## src/core/aac_pkg.sv

```systemverilog
// constants shared by the amplifier control and status register bank
package aac_pkg;
	// ==========================================================
	// register bus
	localparam int ADDR_W = 8;
	localparam int DATA_W = 8;

	localparam logic [7:0] OFF_IDENT    = 8'h01;
	localparam logic [7:0] OFF_ERR      = 8'h02;
	localparam logic [7:0] OFF_SYSCTL1  = 8'h03;
	localparam logic [7:0] OFF_FMT      = 8'h04;
	localparam logic [7:0] OFF_SYSCTL2  = 8'h05;
	localparam logic [7:0] OFF_SMUTE    = 8'h06;
	localparam logic [7:0] OFF_MVOL     = 8'h07;
	localparam logic [7:0] OFF_C1VOL    = 8'h08;
	localparam logic [7:0] OFF_C2VOL    = 8'h09;

	// ==========================================================
	// identification (value is arbitrary)
	localparam logic [6:0] IDENT_CODE   = 7'h2A;

	// ==========================================================
	// values after reset
	localparam logic [7:0] RST_ERR      = 8'h00;
	localparam logic [7:0] RST_SYSCTL1  = 8'hA0;
	localparam logic [7:0] RST_FMT      = 8'h05;
	localparam logic [7:0] RST_SYSCTL2  = 8'h40;
	localparam logic [7:0] RST_SMUTE    = 8'h00;
	localparam logic [7:0] RST_MVOL     = 8'hFF;
	localparam logic [7:0] RST_CVOL     = 8'h30;

	// writable bits; the rest read as zero
	localparam logic [7:0] MASK_SYSCTL1 = 8'hA3;
	localparam logic [7:0] MASK_FMT     = 8'h0F;
	localparam logic [7:0] MASK_SYSCTL2 = 8'h40;
	localparam logic [7:0] MASK_SMUTE   = 8'h03;

	// ==========================================================
	// field positions
	localparam int ERR_MCLK  = 7;
	localparam int ERR_PLL   = 6;
	localparam int ERR_SCLK  = 5;
	localparam int ERR_LRCLK = 4;
	localparam int ERR_SLIP  = 3;
	localparam int ERR_FAULT = 1;
	localparam int ERR_OTW   = 0;
	localparam int SC1_DCB   = 7;
	localparam int SC1_HARD  = 5;
	localparam int SC1_DEM   = 0;
	localparam int SC2_SHDN  = 6;
	localparam int SM_CH1    = 0;
	localparam int SM_CH2    = 1;

	// ==========================================================
	// encodings
	localparam logic [1:0] DEEMPH_NONE = 2'h0;
	localparam logic [1:0] DEEMPH_RSVD = 2'h1;
	localparam logic [3:0] FMT_LAST    = 4'h8;
	localparam logic [7:0] VOL_0DB     = 8'h30;
	localparam logic [7:0] VOL_RSVD_LO = 8'hCF;
	localparam logic [7:0] VOL_MUTE    = 8'hFF;

	// ==========================================================
	// pin inputs and clock monitor
	localparam int PIN_N     = 6;
	localparam int PIN_MCLK  = 0;
	localparam int PIN_SCLK  = 1;
	localparam int PIN_LRCLK = 2;
	localparam int PIN_PLL   = 3;
	localparam int PIN_FAULT = 4;
	localparam int PIN_OTW   = 5;
	localparam int CNT_W     = 16;
	localparam logic [CNT_W-1:0] EDGE_TOL = 16'h0001;
	localparam logic [CNT_W-1:0] PER_TOL  = 16'h0004;
	localparam logic [CNT_W-1:0] SLIP_TOL = 16'h0008;
endpackage

```

## src/core/aac_pin_sync.sv

```systemverilog
// three-stage synchroniser with agreement filter for pin inputs
`timescale 1ns/1ps
`default_nettype none
module aac_pin_sync #(
	parameter int W = 1
) (
	input  wire logic         clk_i,
	input  wire logic         nrst_i,
	input  wire logic [W-1:0] pin_i,
	output logic      [W-1:0] lvl_o,
	output logic      [W-1:0] rise_o
);
	// ==========================================================
	// state
	typedef struct packed {
		logic [W-1:0] s1;
		logic [W-1:0] s2;
		logic [W-1:0] s3;
		logic [W-1:0] lvl;
		logic [W-1:0] rise;
	} aac_sync_state_t;

	aac_sync_state_t s_q;
	aac_sync_state_t s_d;

	// s1 feeds only s2; the level moves once s2 and s3 agree
	always_comb begin
		s_d      = s_q;
		s_d.s1   = pin_i;
		s_d.s2   = s_q.s1;
		s_d.s3   = s_q.s2;
		s_d.lvl  = (s_q.s2 & s_q.s3) | (s_q.lvl & (s_q.s2 ^ s_q.s3));
		s_d.rise = s_d.lvl & ~s_q.lvl;
	end

	always_ff @(posedge clk_i) begin
		if (!nrst_i) begin
			s_q <= '0;
		end else begin
			s_q <= s_d;
		end
	end

	assign lvl_o  = s_q.lvl;
	assign rise_o = s_q.rise;
endmodule
`default_nettype wire

```

## src/core/aac_regs.sv

```systemverilog
// control and status register bank of the stereo class-d amplifier
`timescale 1ns/1ps
`default_nettype none
module aac_regs (
	input  wire logic       clk_i,
	input  wire logic       nrst_i,
	input  wire logic [7:0] addr_i,
	input  wire logic [7:0] wdata_i,
	input  wire logic       wr_i,
	input  wire logic       rd_i,
	output logic      [7:0] rdata_o,
	input  wire logic       mclk_i,
	input  wire logic       sclk_i,
	input  wire logic       lrclk_i,
	input  wire logic       pll_fail_i,
	input  wire logic       prot_fault_i,
	input  wire logic       temp_warn_i,
	output logic      [7:0] err_flags_o,
	output logic            clk_err_o,
	output logic            dc_block_en_o,
	output logic            hard_unmute_o,
	output logic      [1:0] deemph_o,
	output logic      [3:0] serial_fmt_o,
	output logic            fmt_rsvd_o,
	output logic            shutdown_o,
	output logic      [1:0] soft_mute_o,
	output logic      [7:0] master_vol_o,
	output logic      [7:0] ch1_vol_o,
	output logic      [7:0] ch2_vol_o,
	output logic      [2:0] vol_mute_o
);
	localparam int CW = aac_pkg::CNT_W;

	// ==========================================================
	// pin synchronisers
	logic [aac_pkg::PIN_N-1:0] pin_lvl;
	logic [aac_pkg::PIN_N-1:0] pin_rise;

	aac_pin_sync #(
		.W(aac_pkg::PIN_N)
	) u_sync (
		.clk_i (clk_i),
		.nrst_i(nrst_i),
		.pin_i ({temp_warn_i, prot_fault_i, pll_fail_i,
		         lrclk_i, sclk_i, mclk_i}),
		.lvl_o (pin_lvl),
		.rise_o(pin_rise)
	);

	logic mclk_rise;
	logic sclk_rise;
	logic lr_rise;
	assign mclk_rise = pin_rise[aac_pkg::PIN_MCLK];
	assign sclk_rise = pin_rise[aac_pkg::PIN_SCLK];
	assign lr_rise   = pin_rise[aac_pkg::PIN_LRCLK];

	// ==========================================================
	// state
	typedef struct packed {
		logic [7:0]    err;
		logic [7:0]    sc1;
		logic [7:0]    fmt;
		logic [7:0]    sc2;
		logic [7:0]    smute;
		logic [7:0]    mvol;
		logic [7:0]    c1vol;
		logic [7:0]    c2vol;
		logic [7:0]    rdata;
		logic [CW-1:0] mcnt;
		logic [CW-1:0] scnt;
		logic [CW-1:0] pcnt;
		logic [CW-1:0] mref;
		logic [CW-1:0] sref;
		logic [CW-1:0] pref;
		logic [CW-1:0] fcnt;
		logic          seen;
		logic          valid;
	} aac_regs_state_t;

	aac_regs_state_t s_q;
	aac_regs_state_t s_d;
	logic [7:0]      setv;

	// absolute difference above a tolerance
	function automatic logic diff_gt(input logic [CW-1:0] a,
	                                 input logic [CW-1:0] b,
	                                 input logic [CW-1:0] tol);
		logic [CW-1:0] d;
		d = (a > b) ? a - b : b - a;
		return d > tol;
	endfunction

	// saturating increment so a stopped frame clock cannot wrap
	function automatic logic [CW-1:0] sat_inc(input logic [CW-1:0] a,
	                                          input logic          en);
		return (en && a != {CW{1'b1}}) ? a + 1'b1 : a;
	endfunction

	// ==========================================================
	// clock monitor, error flags and register file
	always_comb begin
		logic          wr_err;
		logic          phase_bad;
		logic [CW-1:0] ph_far;
		wr_err    = 1'b0;
		phase_bad = 1'b0;
		ph_far    = '0;
		s_d       = s_q;
		setv      = 8'h00;

		s_d.mcnt = sat_inc(s_q.mcnt, mclk_rise);
		s_d.scnt = sat_inc(s_q.scnt, sclk_rise);
		s_d.pcnt = sat_inc(s_q.pcnt, 1'b1);
		// internal frame sync free-runs at the last measured period
		if (s_q.valid && s_q.fcnt >= s_q.pref - 1'b1) begin
			s_d.fcnt = '0;
		end else begin
			s_d.fcnt = s_q.fcnt + 1'b1;
		end

		if (lr_rise) begin
			if (s_q.valid) begin
				if (diff_gt(s_q.mcnt, s_q.mref, aac_pkg::EDGE_TOL)) begin
					setv[aac_pkg::ERR_MCLK] = 1'b1;
				end
				if (diff_gt(s_q.scnt, s_q.sref, aac_pkg::EDGE_TOL)) begin
					setv[aac_pkg::ERR_SCLK] = 1'b1;
				end
				if (diff_gt(s_q.pcnt, s_q.pref, aac_pkg::PER_TOL)) begin
					setv[aac_pkg::ERR_LRCLK] = 1'b1;
				end
				// edge should land where the internal frame wraps
				ph_far    = s_q.pref - s_q.fcnt;
				phase_bad = s_q.fcnt > aac_pkg::SLIP_TOL &&
				            ph_far > aac_pkg::SLIP_TOL;
				if (phase_bad) begin
					setv[aac_pkg::ERR_SLIP] = 1'b1;
				end
			end
			// realign only when needed so slow drift stays visible
			if (!s_q.valid || phase_bad) begin
				s_d.fcnt = '0;
			end
			s_d.mref  = s_q.mcnt;
			s_d.sref  = s_q.scnt;
			s_d.pref  = s_q.pcnt;
			s_d.mcnt  = '0;
			s_d.scnt  = '0;
			s_d.pcnt  = {{(CW-1){1'b0}}, 1'b1};
			s_d.valid = s_q.seen;
			s_d.seen  = 1'b1;
		end

		// fault inputs raise their flags for as long as they stand
		setv[aac_pkg::ERR_PLL]   = pin_lvl[aac_pkg::PIN_PLL];
		setv[aac_pkg::ERR_FAULT] = pin_lvl[aac_pkg::PIN_FAULT];
		setv[aac_pkg::ERR_OTW]   = pin_lvl[aac_pkg::PIN_OTW];

		if (wr_i) begin
			case (addr_i)
				aac_pkg::OFF_ERR:     wr_err = 1'b1;
				aac_pkg::OFF_SYSCTL1: begin
					s_d.sc1 = wdata_i & aac_pkg::MASK_SYSCTL1;
				end
				aac_pkg::OFF_FMT: begin
					s_d.fmt = wdata_i & aac_pkg::MASK_FMT;
				end
				aac_pkg::OFF_SYSCTL2: begin
					s_d.sc2 = wdata_i & aac_pkg::MASK_SYSCTL2;
				end
				aac_pkg::OFF_SMUTE: begin
					s_d.smute = wdata_i & aac_pkg::MASK_SMUTE;
				end
				aac_pkg::OFF_MVOL:  s_d.mvol  = wdata_i;
				aac_pkg::OFF_C1VOL: s_d.c1vol = wdata_i;
				aac_pkg::OFF_C2VOL: s_d.c2vol = wdata_i;
				default: ;
			endcase
		end

		// zeros written clear, ones keep; a new event wins the cycle
		s_d.err = (wr_err ? (s_q.err & wdata_i) : s_q.err) | setv;

		s_d.rdata = 8'h00;
		if (rd_i) begin
			case (addr_i)
				aac_pkg::OFF_IDENT:   s_d.rdata = {1'b0, aac_pkg::IDENT_CODE};
				aac_pkg::OFF_ERR:     s_d.rdata = s_q.err;
				aac_pkg::OFF_SYSCTL1: s_d.rdata = s_q.sc1;
				aac_pkg::OFF_FMT:     s_d.rdata = s_q.fmt;
				aac_pkg::OFF_SYSCTL2: s_d.rdata = s_q.sc2;
				aac_pkg::OFF_SMUTE:   s_d.rdata = s_q.smute;
				aac_pkg::OFF_MVOL:    s_d.rdata = s_q.mvol;
				aac_pkg::OFF_C1VOL:   s_d.rdata = s_q.c1vol;
				aac_pkg::OFF_C2VOL:   s_d.rdata = s_q.c2vol;
				default:              s_d.rdata = 8'h00;
			endcase
		end
	end

	always_ff @(posedge clk_i) begin
		if (!nrst_i) begin
			s_q       <= '0;
			s_q.err   <= aac_pkg::RST_ERR;
			s_q.sc1   <= aac_pkg::RST_SYSCTL1;
			s_q.fmt   <= aac_pkg::RST_FMT;
			s_q.sc2   <= aac_pkg::RST_SYSCTL2;
			s_q.smute <= aac_pkg::RST_SMUTE;
			s_q.mvol  <= aac_pkg::RST_MVOL;
			s_q.c1vol <= aac_pkg::RST_CVOL;
			s_q.c2vol <= aac_pkg::RST_CVOL;
		end else begin
			s_q <= s_d;
		end
	end

	// ==========================================================
	// outputs
	logic [7:0] err_clk_mask;
	assign err_clk_mask = (8'h01 << aac_pkg::ERR_MCLK) |
	                      (8'h01 << aac_pkg::ERR_SCLK) |
	                      (8'h01 << aac_pkg::ERR_LRCLK) |
	                      (8'h01 << aac_pkg::ERR_SLIP);

	assign rdata_o       = s_q.rdata;
	assign err_flags_o   = s_q.err;
	// audio path uses this with hard_unmute_o to pick its recovery
	assign clk_err_o     = |(s_q.err & err_clk_mask);
	assign dc_block_en_o = s_q.sc1[aac_pkg::SC1_DCB];
	assign hard_unmute_o = s_q.sc1[aac_pkg::SC1_HARD];
	assign deemph_o      = s_q.sc1[aac_pkg::SC1_DEM +: 2];
	assign serial_fmt_o  = s_q.fmt[3:0];
	assign fmt_rsvd_o    = s_q.fmt[3:0] > aac_pkg::FMT_LAST;
	assign shutdown_o    = s_q.sc2[aac_pkg::SC2_SHDN];
	assign soft_mute_o   = {s_q.smute[aac_pkg::SM_CH2],
	                        s_q.smute[aac_pkg::SM_CH1]};
	assign master_vol_o  = s_q.mvol;
	assign ch1_vol_o     = s_q.c1vol;
	assign ch2_vol_o     = s_q.c2vol;
	// reserved volume codes are played as mute: safest for speakers
	assign vol_mute_o    = {s_q.c2vol >= aac_pkg::VOL_RSVD_LO,
	                        s_q.c1vol >= aac_pkg::VOL_RSVD_LO,
	                        s_q.mvol  >= aac_pkg::VOL_RSVD_LO};
endmodule
`default_nettype wire

```

## config.mk

```make
export PLATFORM = sky130hd
export DESIGN_NAME = aac_regs
export DESIGN_NICKNAME = d
export VERILOG_FILES = /design/src/core/aac_pkg.sv /design/src/core/aac_pin_sync.sv /design/src/core/aac_regs.sv
export SDC_FILE = /design/constraint.sdc
export NUM_CORES = 1
export LEC_CHECK = 0
export BUFFER_PORTS_ARGS = -buffer_cell sky130_fd_sc_hd__clkbuf_2
export CAP_MARGIN = 20
export CORE_MARGIN = 10
export CORE_UTILIZATION = 55
export CTS_BUF_LIST = sky130_fd_sc_hd__clkbuf_4 sky130_fd_sc_hd__clkbuf_8
export CTS_CLUSTER_DIAMETER = 120
export DETAILED_ROUTE_END_ITERATION = 12
export GPL_TIMING_DRIVEN = 0
export PLACE_DENSITY = 0.88
export RECOVER_POWER = 100
export SYNTH_ARGS = -nofsm -noshare
export SYNTH_HDL_FRONTEND = slang
export SYNTH_SLANG_ARGS = --single-unit
```

## constraint.sdc

```tcl
create_clock -name clk_i -period 3.4 [get_ports clk_i]
set_clock_uncertainty 0.1 [all_clocks]
set_input_delay 1.02 -clock clk_i [delete_from_list [all_inputs] [get_ports clk_i]]
set_output_delay 1.02 -clock clk_i [all_outputs]
set_load 0.05 [all_outputs]
```

Word-level counts from Yosys, hierarchy flattened --
Cells that the tools add are included.
Storage, ports and cells: bits in registers 192, bits of input ports 26, logic and storage cells 108
Operators by class: magnitude comparators 13, bitwise operators 9, eq/ne operators 12, mux-type cells 21, $add $sub $neg 12, reduce and logical (&&, ||, !) cells 17
Operator list (count):
- subtractor 16 bit | 7
- 2-to-1 mux 16 bit | 5
- one-hot mux 8 bit (9 select lines) | 1
- 2-to-1 mux 67 bit | 1
- adder 16 x 1 -> 16 bit, second input constant | 4
- greater-than comparator 16 bit | 3
- inequality test 16 bit, second input constant | 3
- equality test 8 x 3 -> 1 bit, second input constant | 4
- greater-than comparator 16 x 1 -> 1 bit, second input constant | 2
- greater-than comparator 16 x 4 -> 1 bit, second input constant | 2
- greater-or-equal comparator 8 bit, second input constant | 3
- equality test 8 x 2 -> 1 bit, second input constant | 2
- equality test 8 x 4 -> 1 bit, second input constant | 2
- greater-or-equal comparator 16 bit | 1
- greater-than comparator 16 x 3 -> 1 bit, second input constant | 1
- AND reduction 2 bit | 8
- subtractor 16 x 1 -> 16 bit, second input constant | 1
- bitwise AND 6 bit | 2
- 2-to-1 mux 1 bit | 11
- bitwise AND 8 bit | 1
- equality test 8 x 1 -> 1 bit, second input constant | 1
- 2-to-1 mux 8 bit | 1
- bitwise OR 8 bit | 1
- 2-to-1 mux 3 bit | 2
- other kinds (12) | 15

Depth between registers and ports, before layout --
Gate-level depths: netlist of the first run.
depth after elaboration 8, depth in mapped cells 14, gate-level depth less buffers 13

Hierarchy --
From an unflattened synthesis of the first run, not the netlist that was laid out.
Unflattened totals: cells, all modules 1932, area total of the unflattened synthesis 15175.8 um^2
By module, submodules not included:
- aac_regs | sequential area each 3303.2 um^2, cells an instance 1843, times used 1, area each 14164.8 um^2
- aac_pin_sync | sequential area each 600.6 um^2, cells an instance 89, times used 1, area each 1011.0 um^2

Worst setup path after synthesis of the first run --
OpenSTA, ideal clock, no wires.
kind input-to-reg, from input addr_i[5], to register s_q (netlist bit err_flags_o[7]), library setup time 127 ps, buffers on the path 1, slack -29 ps, cell stages on the path 10, arrival 3202 ps, cell sequence or4_1 > clkbuf_1 > nor2_1 > nand2_1 > nor3_2 > nand2_1 > o21a_1 > a221o_1 > a211oi_1 > a31oi_1
Between the ends: cells in the longest elaborated chain, start to end 5
Ends and longest elaborated chain:
- start: declaration | RTL line aac_regs.sv:7 | input wire logic [7:0] addr_i,
- equality test 8 x 2 -> 1 bit | RTL line aac_regs.sv:160 | case (addr_i)
- 2-to-1 mux 1 bit | RTL line aac_regs.sv:160
- 2-to-1 mux 1 bit | RTL line aac_regs.sv:159 | if (wr_i) begin
- 2-to-1 mux 8 bit | RTL line aac_regs.sv:182 | s_d.err = (wr_err ? (s_q.err & wdata_i) : s_q.err) | setv;
- bitwise OR 8 bit | RTL line aac_regs.sv:182
- end: declaration | RTL line aac_regs.sv:80 | aac_regs_state_t s_q;
No other way between the ends. A chain may end at the register's enable or synchronous reset.

Final worst setup path of the first run --
from register s_q[20] (netlist name), to register s_q (netlist bit err_flags_o[4])
Between the ends: cells in the longest elaborated chain, start to end 7
Ends and longest elaborated chain:
- subtractor 16 bit or greater-than comparator 16 bit (tied branches) | RTL line aac_regs.sv:89 | d = (a > b) ? a - b : b - a;
- 2-to-1 mux 16 bit (*) | RTL line aac_regs.sv:89
- greater-than comparator 16 x 3 -> 1 bit (*) | RTL line aac_regs.sv:90 | return d > tol;
- 2-to-1 mux 1 bit (*) | RTL line aac_regs.sv:129 | if (diff_gt(s_q.pcnt, s_q.pref, aac_pkg::PER_TOL)) begin
- 2-to-1 mux 3 bit (*) | RTL line aac_regs.sv:122 | if (s_q.valid) begin
- 2-to-1 mux 3 bit (*) | RTL line aac_regs.sv:121 | if (lr_rise) begin
- bitwise OR 8 bit (*) | RTL line aac_regs.sv:182
Every way passes the cells marked *; elsewhere a longest branch is shown, timed or not.

==> impl_summary.md, run 1 <==
STA
For the finished layout, the period the worst path requires is 3410 ps. The final worst slack is -10.5 ps. The final hold violation count is 0. Setup repair after global routing could not meet its margin everywhere. The max-slew headroom at the worst pin is 34.7%. The final critical path takes up 100% of the cycle. Setup violations remaining at the end of the flow were counted as 1. Timing would allow up to 0.293 GHz. The max-slew violation total from the final report is 0. The final total negative setup slack is -10.5 ps. For the pin with the worst max-slew slack, the measured transition is 972 ps.

Placed design
The post-placement cell count is 2,258. During placement, the flow inserted port buffers numbering 79. At the end of routability-driven placement, the weighted congestion stood at 0.920. The placed wire-length estimate after detailed placement is 33.0 mm.

The post-detailed-placement cell area is 15,500 um2.

Final layout
After routing the design area is 16,400 um2. The area growth from synthesis to layout is 11.6%. The area taken by flip-flops and latches is 3890 um2. After the last flow step, the layout net total stands at 2,112. The multi-input combinational cells in the finished layout cover a total of 10,100 um2. The finished layout holds 2,291 standard cells, fillers aside. The fill cell total of the finished layout is 2,244. Measured on the finished design, the core utilization comes to 62.7%. Of the cells placed in the final design, the portion with a size suffix greater than 1 is 11.9%. The repair_antennas step left the layout with diodes totalling 0.

Power and ir drop
For this design the static power due to leakage is 6.47 nW. The total power density per cell area is 283 nW/um2. IR analysis of the VDD net gives a maximum drop of 0.000294 V.

Clock network
For this design, the sink count on the clock tree is 192. The CTS H-tree depth is 4. The number of buffers added by the clock tree synthesis step is 17. The maximum clock path buffer count is 2. Clock-pin slew was measured on the worst setup and hold paths at 110 ps. The insertion delay to the later sink of the worst-skew pair is 490 ps. The TritonCTS clock tree is done. After clock tree synthesis, the flow added hold-fix buffers numbering 0. The tree is rooted in a clkbuf_8.

Yosys
The net count of the mapped netlist is 2,013. The leading area contributor after synthesis is dfxtp_1. For this run, the leading register cell type out of synthesis is dfxtp_1. By count the netlist is led by dfxtp_1, inv_1, ha_1, nand2_1, nor2_1.

Synthesis produced 1,844 cells. The post-synthesis instance area is 14,700 um2. The number of storage elements in the synthesis netlist is 192.

The count of flip-flops with a built-in enable after synthesis is 0. For this run, asynchronously set or reset flops after synthesis account for 0%. The mean instance size in the synthesized netlist is 7.96 um2. For this run, the register share of the synthesized area comes to 26.2%. dfxtp_1 is the most common cell in the netlist. The share of synthesized area in the top cell type comes to 26.2%. During synthesis, Yosys emitted a total of 0 warnings. Sorting the synthesized cells by area gives the leading types as dfxtp_1, ha_1, xnor2_1, mux2i_1, inv_1. The unique cell type count in the Yosys netlist is 79.

Die
The starting utilization of the core area is 56.2%. The width of the die is 183 um. The boundary pin count is 82. The die covers 33,600 um2. The core box area is 26,100 um2. The initialized floorplan defines 59 standard-cell rows. From bottom edge to top edge, the die measures 183 um.

Min path
The count of cells along the worst hold path is 1. The kind of path behind the tightest hold check is flop to flop.

Drt
The residual antenna-violating net count after detailed routing is 0. The first detailed-routing pass took 6 iterations. The first routing iteration left 1,314 violations. For this block, the routed nets add up to 43.5 mm of wire. The post-detailed-route via-to-cell ratio is 6.16. Across all layers, the routed design uses 14,123 vias. The residual DRC count is 0. The post-detailed-route wirelength per cell is 19.0 um.

Critical path
The data required time at the worst endpoint is 3660 ps. STA classifies the critical path startpoint as a flop. The number of cells traversed by the worst register-to-register path is 11. The category of the most critical setup path is flop to flop. The endpoint arrival time on the critical path is 3670 ps. The maximum fanout count along the critical path is 10. The capturing element type of the critical path is a flop.

Global route
The first-pass GRT wire length is 69.4 mm. Entering global routing, the biggest net connects 21 pins. The number of antenna violations at the first check in global routing is 1. Summed over all layers, the global routing overflow is 0. The via count of the first global-routing pass is 13,396. Across every metal layer, demand over resource in global routing totals 24.8%.

Status
The checks that failed: setup timing. The run finished, with violations left.

Flow run
Max-cap violations in this run came to 0.
==> stage by stage <==
stage / total power, mW / hold slack (ps) / setup WS [ps]
floorplan: 2.83 / 290 / 42.0
detailed placement: 3.00 / 311 / -871
global placement: 2.98 / 297 / -875
finish: 4.64 / 319 / -10.5
CTS: 4.56 / 321 / 0.429
global route: 4.80 / 338 / -124
==> worst max-delay path, stage by stage (launching register included) <==
cell and delay (ps):
dfxtp_2 480, inv_1 130, ha_2 450, nand3_1 140
or3_1 430, or2_1 310, o21ai_4 110, mux2i_2 290
a31oi_1 120, nor4bb_1 330, and4b_1 270, a31oi_2 120
==> what timing repair did <==
item                                    CTS  global route
buffers inserted                          7             9
gates cloned                              0             1
endpoints found under the setup margin   28            27
gates resized for setup                  44            87
pin swaps                                 8            20
==> cells by family (layout without fill, tap and decap cells) <==
| logic type | Yosys count | in the layout | share of synthesized area [%] |
|---|---|---|---|
| simple gates | 649 | 649 | 22.7 |
| xor+xnor | 117 | 117 | 6.98 |
| mux | 70 | 70 | 4.78 |
| flops | 192 | 192 | 26.2 |
| compound gates | 405 | 405 | 18.6 |
| buf+inv | 268 | 380 | 8.18 |
| fa+ha+maj | 143 | 143 | 12.5 |
==> cell usage in the layout, fill, tap and decap left out, drive strengths merged, types with 69 or more instances in the layout <==
cell type / instances
a21oi: 104
xnor2: 85
nor2b: 78
nor2: 118
nand2: 135
inv: 148
clkbuf: 153
ha: 136
nand3: 97
dfxtp: 192
mux2i: 69
buf: 70
==> routing by layer <==
metal / part of all wire (%) / wire length [um] / vias up / track usage (%)
met5: 0.030 / 13 / - / 0
li1: - / - / 6650 / -
met2: 46 / 20000 / 647 / 41.0
met3: 7.7 / 3370 / 111 / 4.21
met1: 43 / 18900 / 6713 / 32.1
met4: 2.9 / 1260 / 2 / 8.49
==> area by class of cell <==
class | count | area share [%]
inverter | 142 | 3.29
multi-input combinational | 1384 | 61.4
tap | 335 | 2.56
buffer | 111 | 3.83
sequential | 192 | 23.7
clock buffer | 17 | 1.43
timing repair buffer | 95 | 2.81
clock inverter | 15 | 1.02
==> power breakdown <==
group | internal, mW | switching (mW) | leakage (nW)
combinational | 0.355 | 0.428 | 4.71
clock | 0.558 | 0.986 | 0.199
sequential | 2.28 | 0.0396 | 1.56
==> state kept, by name (all words and copies together) (netlist names) <==
register       flops
hard_unmute_o      1
u_sync.lvl_o       6
deemph_o           2
u_sync.s_q         6
ch2_vol_o          8
err_flags_o        8
master_vol_o       8
u_sync.s_d        12
ch1_vol_o          8
u_sync.rise_o      3
shutdown_o         1
soft_mute_o        2
dc_block_en_o      1
rdata_o            8
s_q              114
serial_fmt_o       4
==> path summary, 6_finish.rpt <==
kind,from,to,slack [ps]
worst max register to register,s_q[20],err_flags_o[4],-10
worst min register to register,u_sync.lvl_o[0],u_sync.rise_o[0],320
worst min-delay path,u_sync.lvl_o[0],u_sync.rise_o[0],320
worst max-delay path,s_q[20],err_flags_o[4],-10
Note: power is estimated with default switching activity, not from simulation.
==> run 2, diff against run 1 <==
==> constraint.sdc (replaced) <==
create_clock -name clk_i -period 3 [get_ports clk_i]
set_clock_uncertainty 0.1 [all_clocks]
set_input_delay 0.9 -clock clk_i [delete_from_list [all_inputs] [get_ports clk_i]]
set_output_delay 0.9 -clock clk_i [all_outputs]
set_load 0.05 [all_outputs]
==> run 2 against run 1 <==
Effect of this change:
- the run still ends with setup timing left
- combinational power is 21% higher
- cell count is 0.96% higher
- sequential power is 13% higher
- utilization is 1.9 points higher
- sequential cell count stayed put
- maximum frequency is 0.42% lower
- first-iteration DRC count is 4.9% lower
- final area is 3.1% higher
- global-route usage is 0.22 points lower
- via count is 1.3% higher
==> impl_summary.md, run 2 (synthesis gave the netlist of run 1 again) <==
Status
The flow ran to the end, but the final reports show violations. The final reports fail on setup timing.

STA
The final hold violation count is 0 (unchanged). The final worst slack is -425 ps (-414 ps). The max-slew violation total from the final report came to 0 (unchanged). The highest attainable clock frequency is 0.292 GHz (-0.42%). The minimum period implied by the final worst setup slack came to 3420 ps (+14.3 ps). The slew at the pin with the worst max-slew slack is 1040 ps (+72.9 ps). The final worst-path cycle share is 114% (+14 points).

The worst slack on hold paths is 340 ps (+21.5 ps). The setup-violating endpoint count in the final report is 25 (+24). Setup repair after global routing could not meet its margin everywhere.

The max-slew headroom at the worst pin was 29.8% (-5.0 points).

Final layout
The post-route standard cell area excluding fillers is 16,900 um2 (+3.1%). The most common cell after layout, fill and taps aside is dfxtp_1. The number of diodes is 0 (unchanged). The register with the most flip-flops is s_q.

The number of flip-flops in the largest register is 114 (unchanged). The share of the core filled with cells was 64.6% (+1.9 points). The layout cell share with drive strength beyond 1 is 16.1% (+4.2 points).

The fill cell total of the finished layout is 2,070 (-7.8%). The library cells used most frequently in the layout, excluding fill and tap cells, are dfxtp_1, nand2_1, inv_1. The total number of nets in the final design is 2,134 (+1.0%). From synthesis to final layout, the design area changed by 15.0%.

Critical path
The endpoint arrival time on the critical path is 3680 ps (about the same). The endpoint of the lowest-slack register-to-register path is s_q[15]. The critical path goes through clkinvlp_4, ha_1, nand3_1, nor4_4, xnor2_1, ha_1, nand4_1, nor2_1, o21ai_0, nand3_1, a31o_4, buf_4, nor3_4. The maximum fanout count along the critical path is 10 (unchanged). The number of cells on the critical path is 13 (+2). STA classifies the critical path endpoint as a flop. The number of buffer and inverter instances along the worst setup path is 2 (+1).

The data required time at the worst endpoint is 3260 ps (-400 ps). The worst setup path is launched from a flop. The kind of cell adding the most delay to the critical path is simple AND/OR/NAND/NOR gates. In this run the critical register-to-register path is launched from s_q[19].

The worst setup path is of the flop to flop kind. The most critical setup path has its startpoint at s_q[19]. The maximum cell stage delay along the critical path is 400 ps (-80 ps).

The number of cells traversed by the worst register-to-register path was 13 (+2). The flop-to-flop setup slack is -420 ps (-410 ps). Following the worst setup path forward leads to its endpoint at s_q[15]. For this design, the slowest cell found on the critical path is dfxtp_4.

Min path
The worst hold path belongs to the class flop to flop.

Placed design
The post-detailed-placement cell area came to 15,500 um2 (+0.29%). The global placement routability congestion is 0.967 (+5.1%). The number of buffers added on ports is 79 (unchanged). The minimum setup slack after placement is -936 ps (-65.1 ps).

The placed wire-length estimate after detailed placement is 32.2 mm (-2.4%).

Clock network
TritonCTS built the clock tree. The clock transition time at the flip-flop clock pins of the worst setup and hold paths came to 100 ps (about the same). The TritonCTS sink count is 192 (unchanged). The count of hold buffers inserted by post-cts repair is 0 (unchanged). The clock tree root buffer cell is clkbuf_8. The number of buffers added by the clock tree synthesis step was 17 (unchanged). The maximum clock path buffer count is 2 (unchanged). The insertion delay to the later sink of the worst-skew pair came to 480 ps (about the same).

The CTS H-tree depth is 4 (unchanged).

Power and ir drop
The static power due to leakage was 6.67 nW (+3.1%). The total power density per cell area is 316 nW/um2 (+12%). The worst ir drop on vdd is 0.000372 V (+26%). The sum of internal, switching and leakage power was 5.34 mW (+15%).

Global route
The maximum number of pins on one net before global-route repair was 19 (-9.5%). The sum of overflow across all layers after global routing is 0 (unchanged). The number of antenna violations at the first check in global routing is 0 (-1). The first-pass GRT wire length is 69.0 mm (-0.59%).

The via count of the first global-routing pass was 13,630 (+1.7%). The aggregate global-route resource usage is 24.6% (-0.22 points).

Die
The count of standard-cell rows is 59 (unchanged). The die span in y was 183 um (unchanged). The die area is 33,600 um2 (unchanged).

The starting utilization of the core area is 56.2% (unchanged). The core box area is 26,100 um2 (unchanged). The boundary pin count was 82 (unchanged). The width of the die is 183 um (unchanged).

Drt
The length of routed met2 wiring was 20.6 mm (+2.8%). The via count of the routed design is 14,306 (+1.3%). The detailed router used layers up to and including met4.

The met3 routed wirelength came to 3.38 mm (+0.42%). The number of iterations in the first detailed-routing pass is 8 (+2). The post-detailed-route wirelength per cell is 19.3 um (+1.7%). The starting DRC count in detailed routing is 1,250 (-4.9%). The post-detailed-route via-to-cell ratio is 6.19 (+0.33%). The residual antenna-violating net count after detailed routing is 0 (unchanged). The total wirelength of the detailed-routed design is 44.7 mm (+2.7%). The residual DRC count is 0 (unchanged). The met1 routed wirelength after detailed routing was 18.6 mm (-1.5%).

Flow run
The max-capacitance violation count is 0 (unchanged).
==> run 2: changes by cell type in the layout (fill, tap and decap cells not counted), sizes merged <==
cell	change
buf	+25
bufinv	+1
clkbuf	-1
clkinv	-2
inv	-1
==> run 2: worst min-delay path by stage <==
stage                               start          endpoint  cells after the start
final                     u_sync.lvl_o[1]  u_sync.rise_o[1]                      1
after global routing      u_sync.lvl_o[1]  u_sync.rise_o[1]                      1
after CTS                 u_sync.lvl_o[1]  u_sync.rise_o[1]                      1
after detailed placement  u_sync.lvl_o[1]  u_sync.rise_o[1]                      1
after global placement    u_sync.lvl_o[2]  u_sync.rise_o[2]                      1
after floorplan           u_sync.lvl_o[0]  u_sync.rise_o[0]                      1
==> run 2: layout make-up <==
class	instances	area, um2	share of cell area [%]
multi-input cells	1384	10300	61.1
plain buffers	110	634	3.75
repair buffers	118	662	3.92
flip-flops and latches	192	3910	23.1
inverters	142	547	3.24
clock inverters	13	145	0.859
clock buffers	19	262	1.55
well taps	335	419	2.48
==> run 2: layer usage <==
metal	vias up	global-route usage [%]
li1	6681	-
met1	6745	30.9
met2	718	40.4
met3	162	3.85
met4	0	11.9
met5	-	0
==> run 2: stage by stage <==
step / TNS, ps / instances
after floorplan: -1540 / 1844
after global placement: -20400 / 2258
after detailed placement: -22190 / 2258
after CTS: -4900 / 2306
after global routing: -12020 / 2313
final: -7020 / 2313
==> run 2: repair_timing <==
item	in CTS	in global routing
gates resized for setup	101	108
pin swaps	33	55
endpoints found under the setup margin	32	49
cloned	1	0
setup buffers	23	15
endpoints found under the hold margin	0	0
==> run 2: where the power goes <==
group	leakage (nW)	internal, mW	switching, mW
logic	4.89	0.431	0.516
clock network	0.206	0.738	1.04
registers	1.57	2.58	0.0410
total	6.67	3.75	1.59
==> run 2: worst reg2reg max path: cells and delay by family (launching register included) <==
kind | cells | cell delay [ps]
and+or+nand+nor | 6 | 1180
buffers and inverters | 2 | 470
xor gates and xnor gates | 1 | 130
DFF | 1 | 400
AOI/OAI and AO/OA | 2 | 440
adders and majority gates | 2 | 590
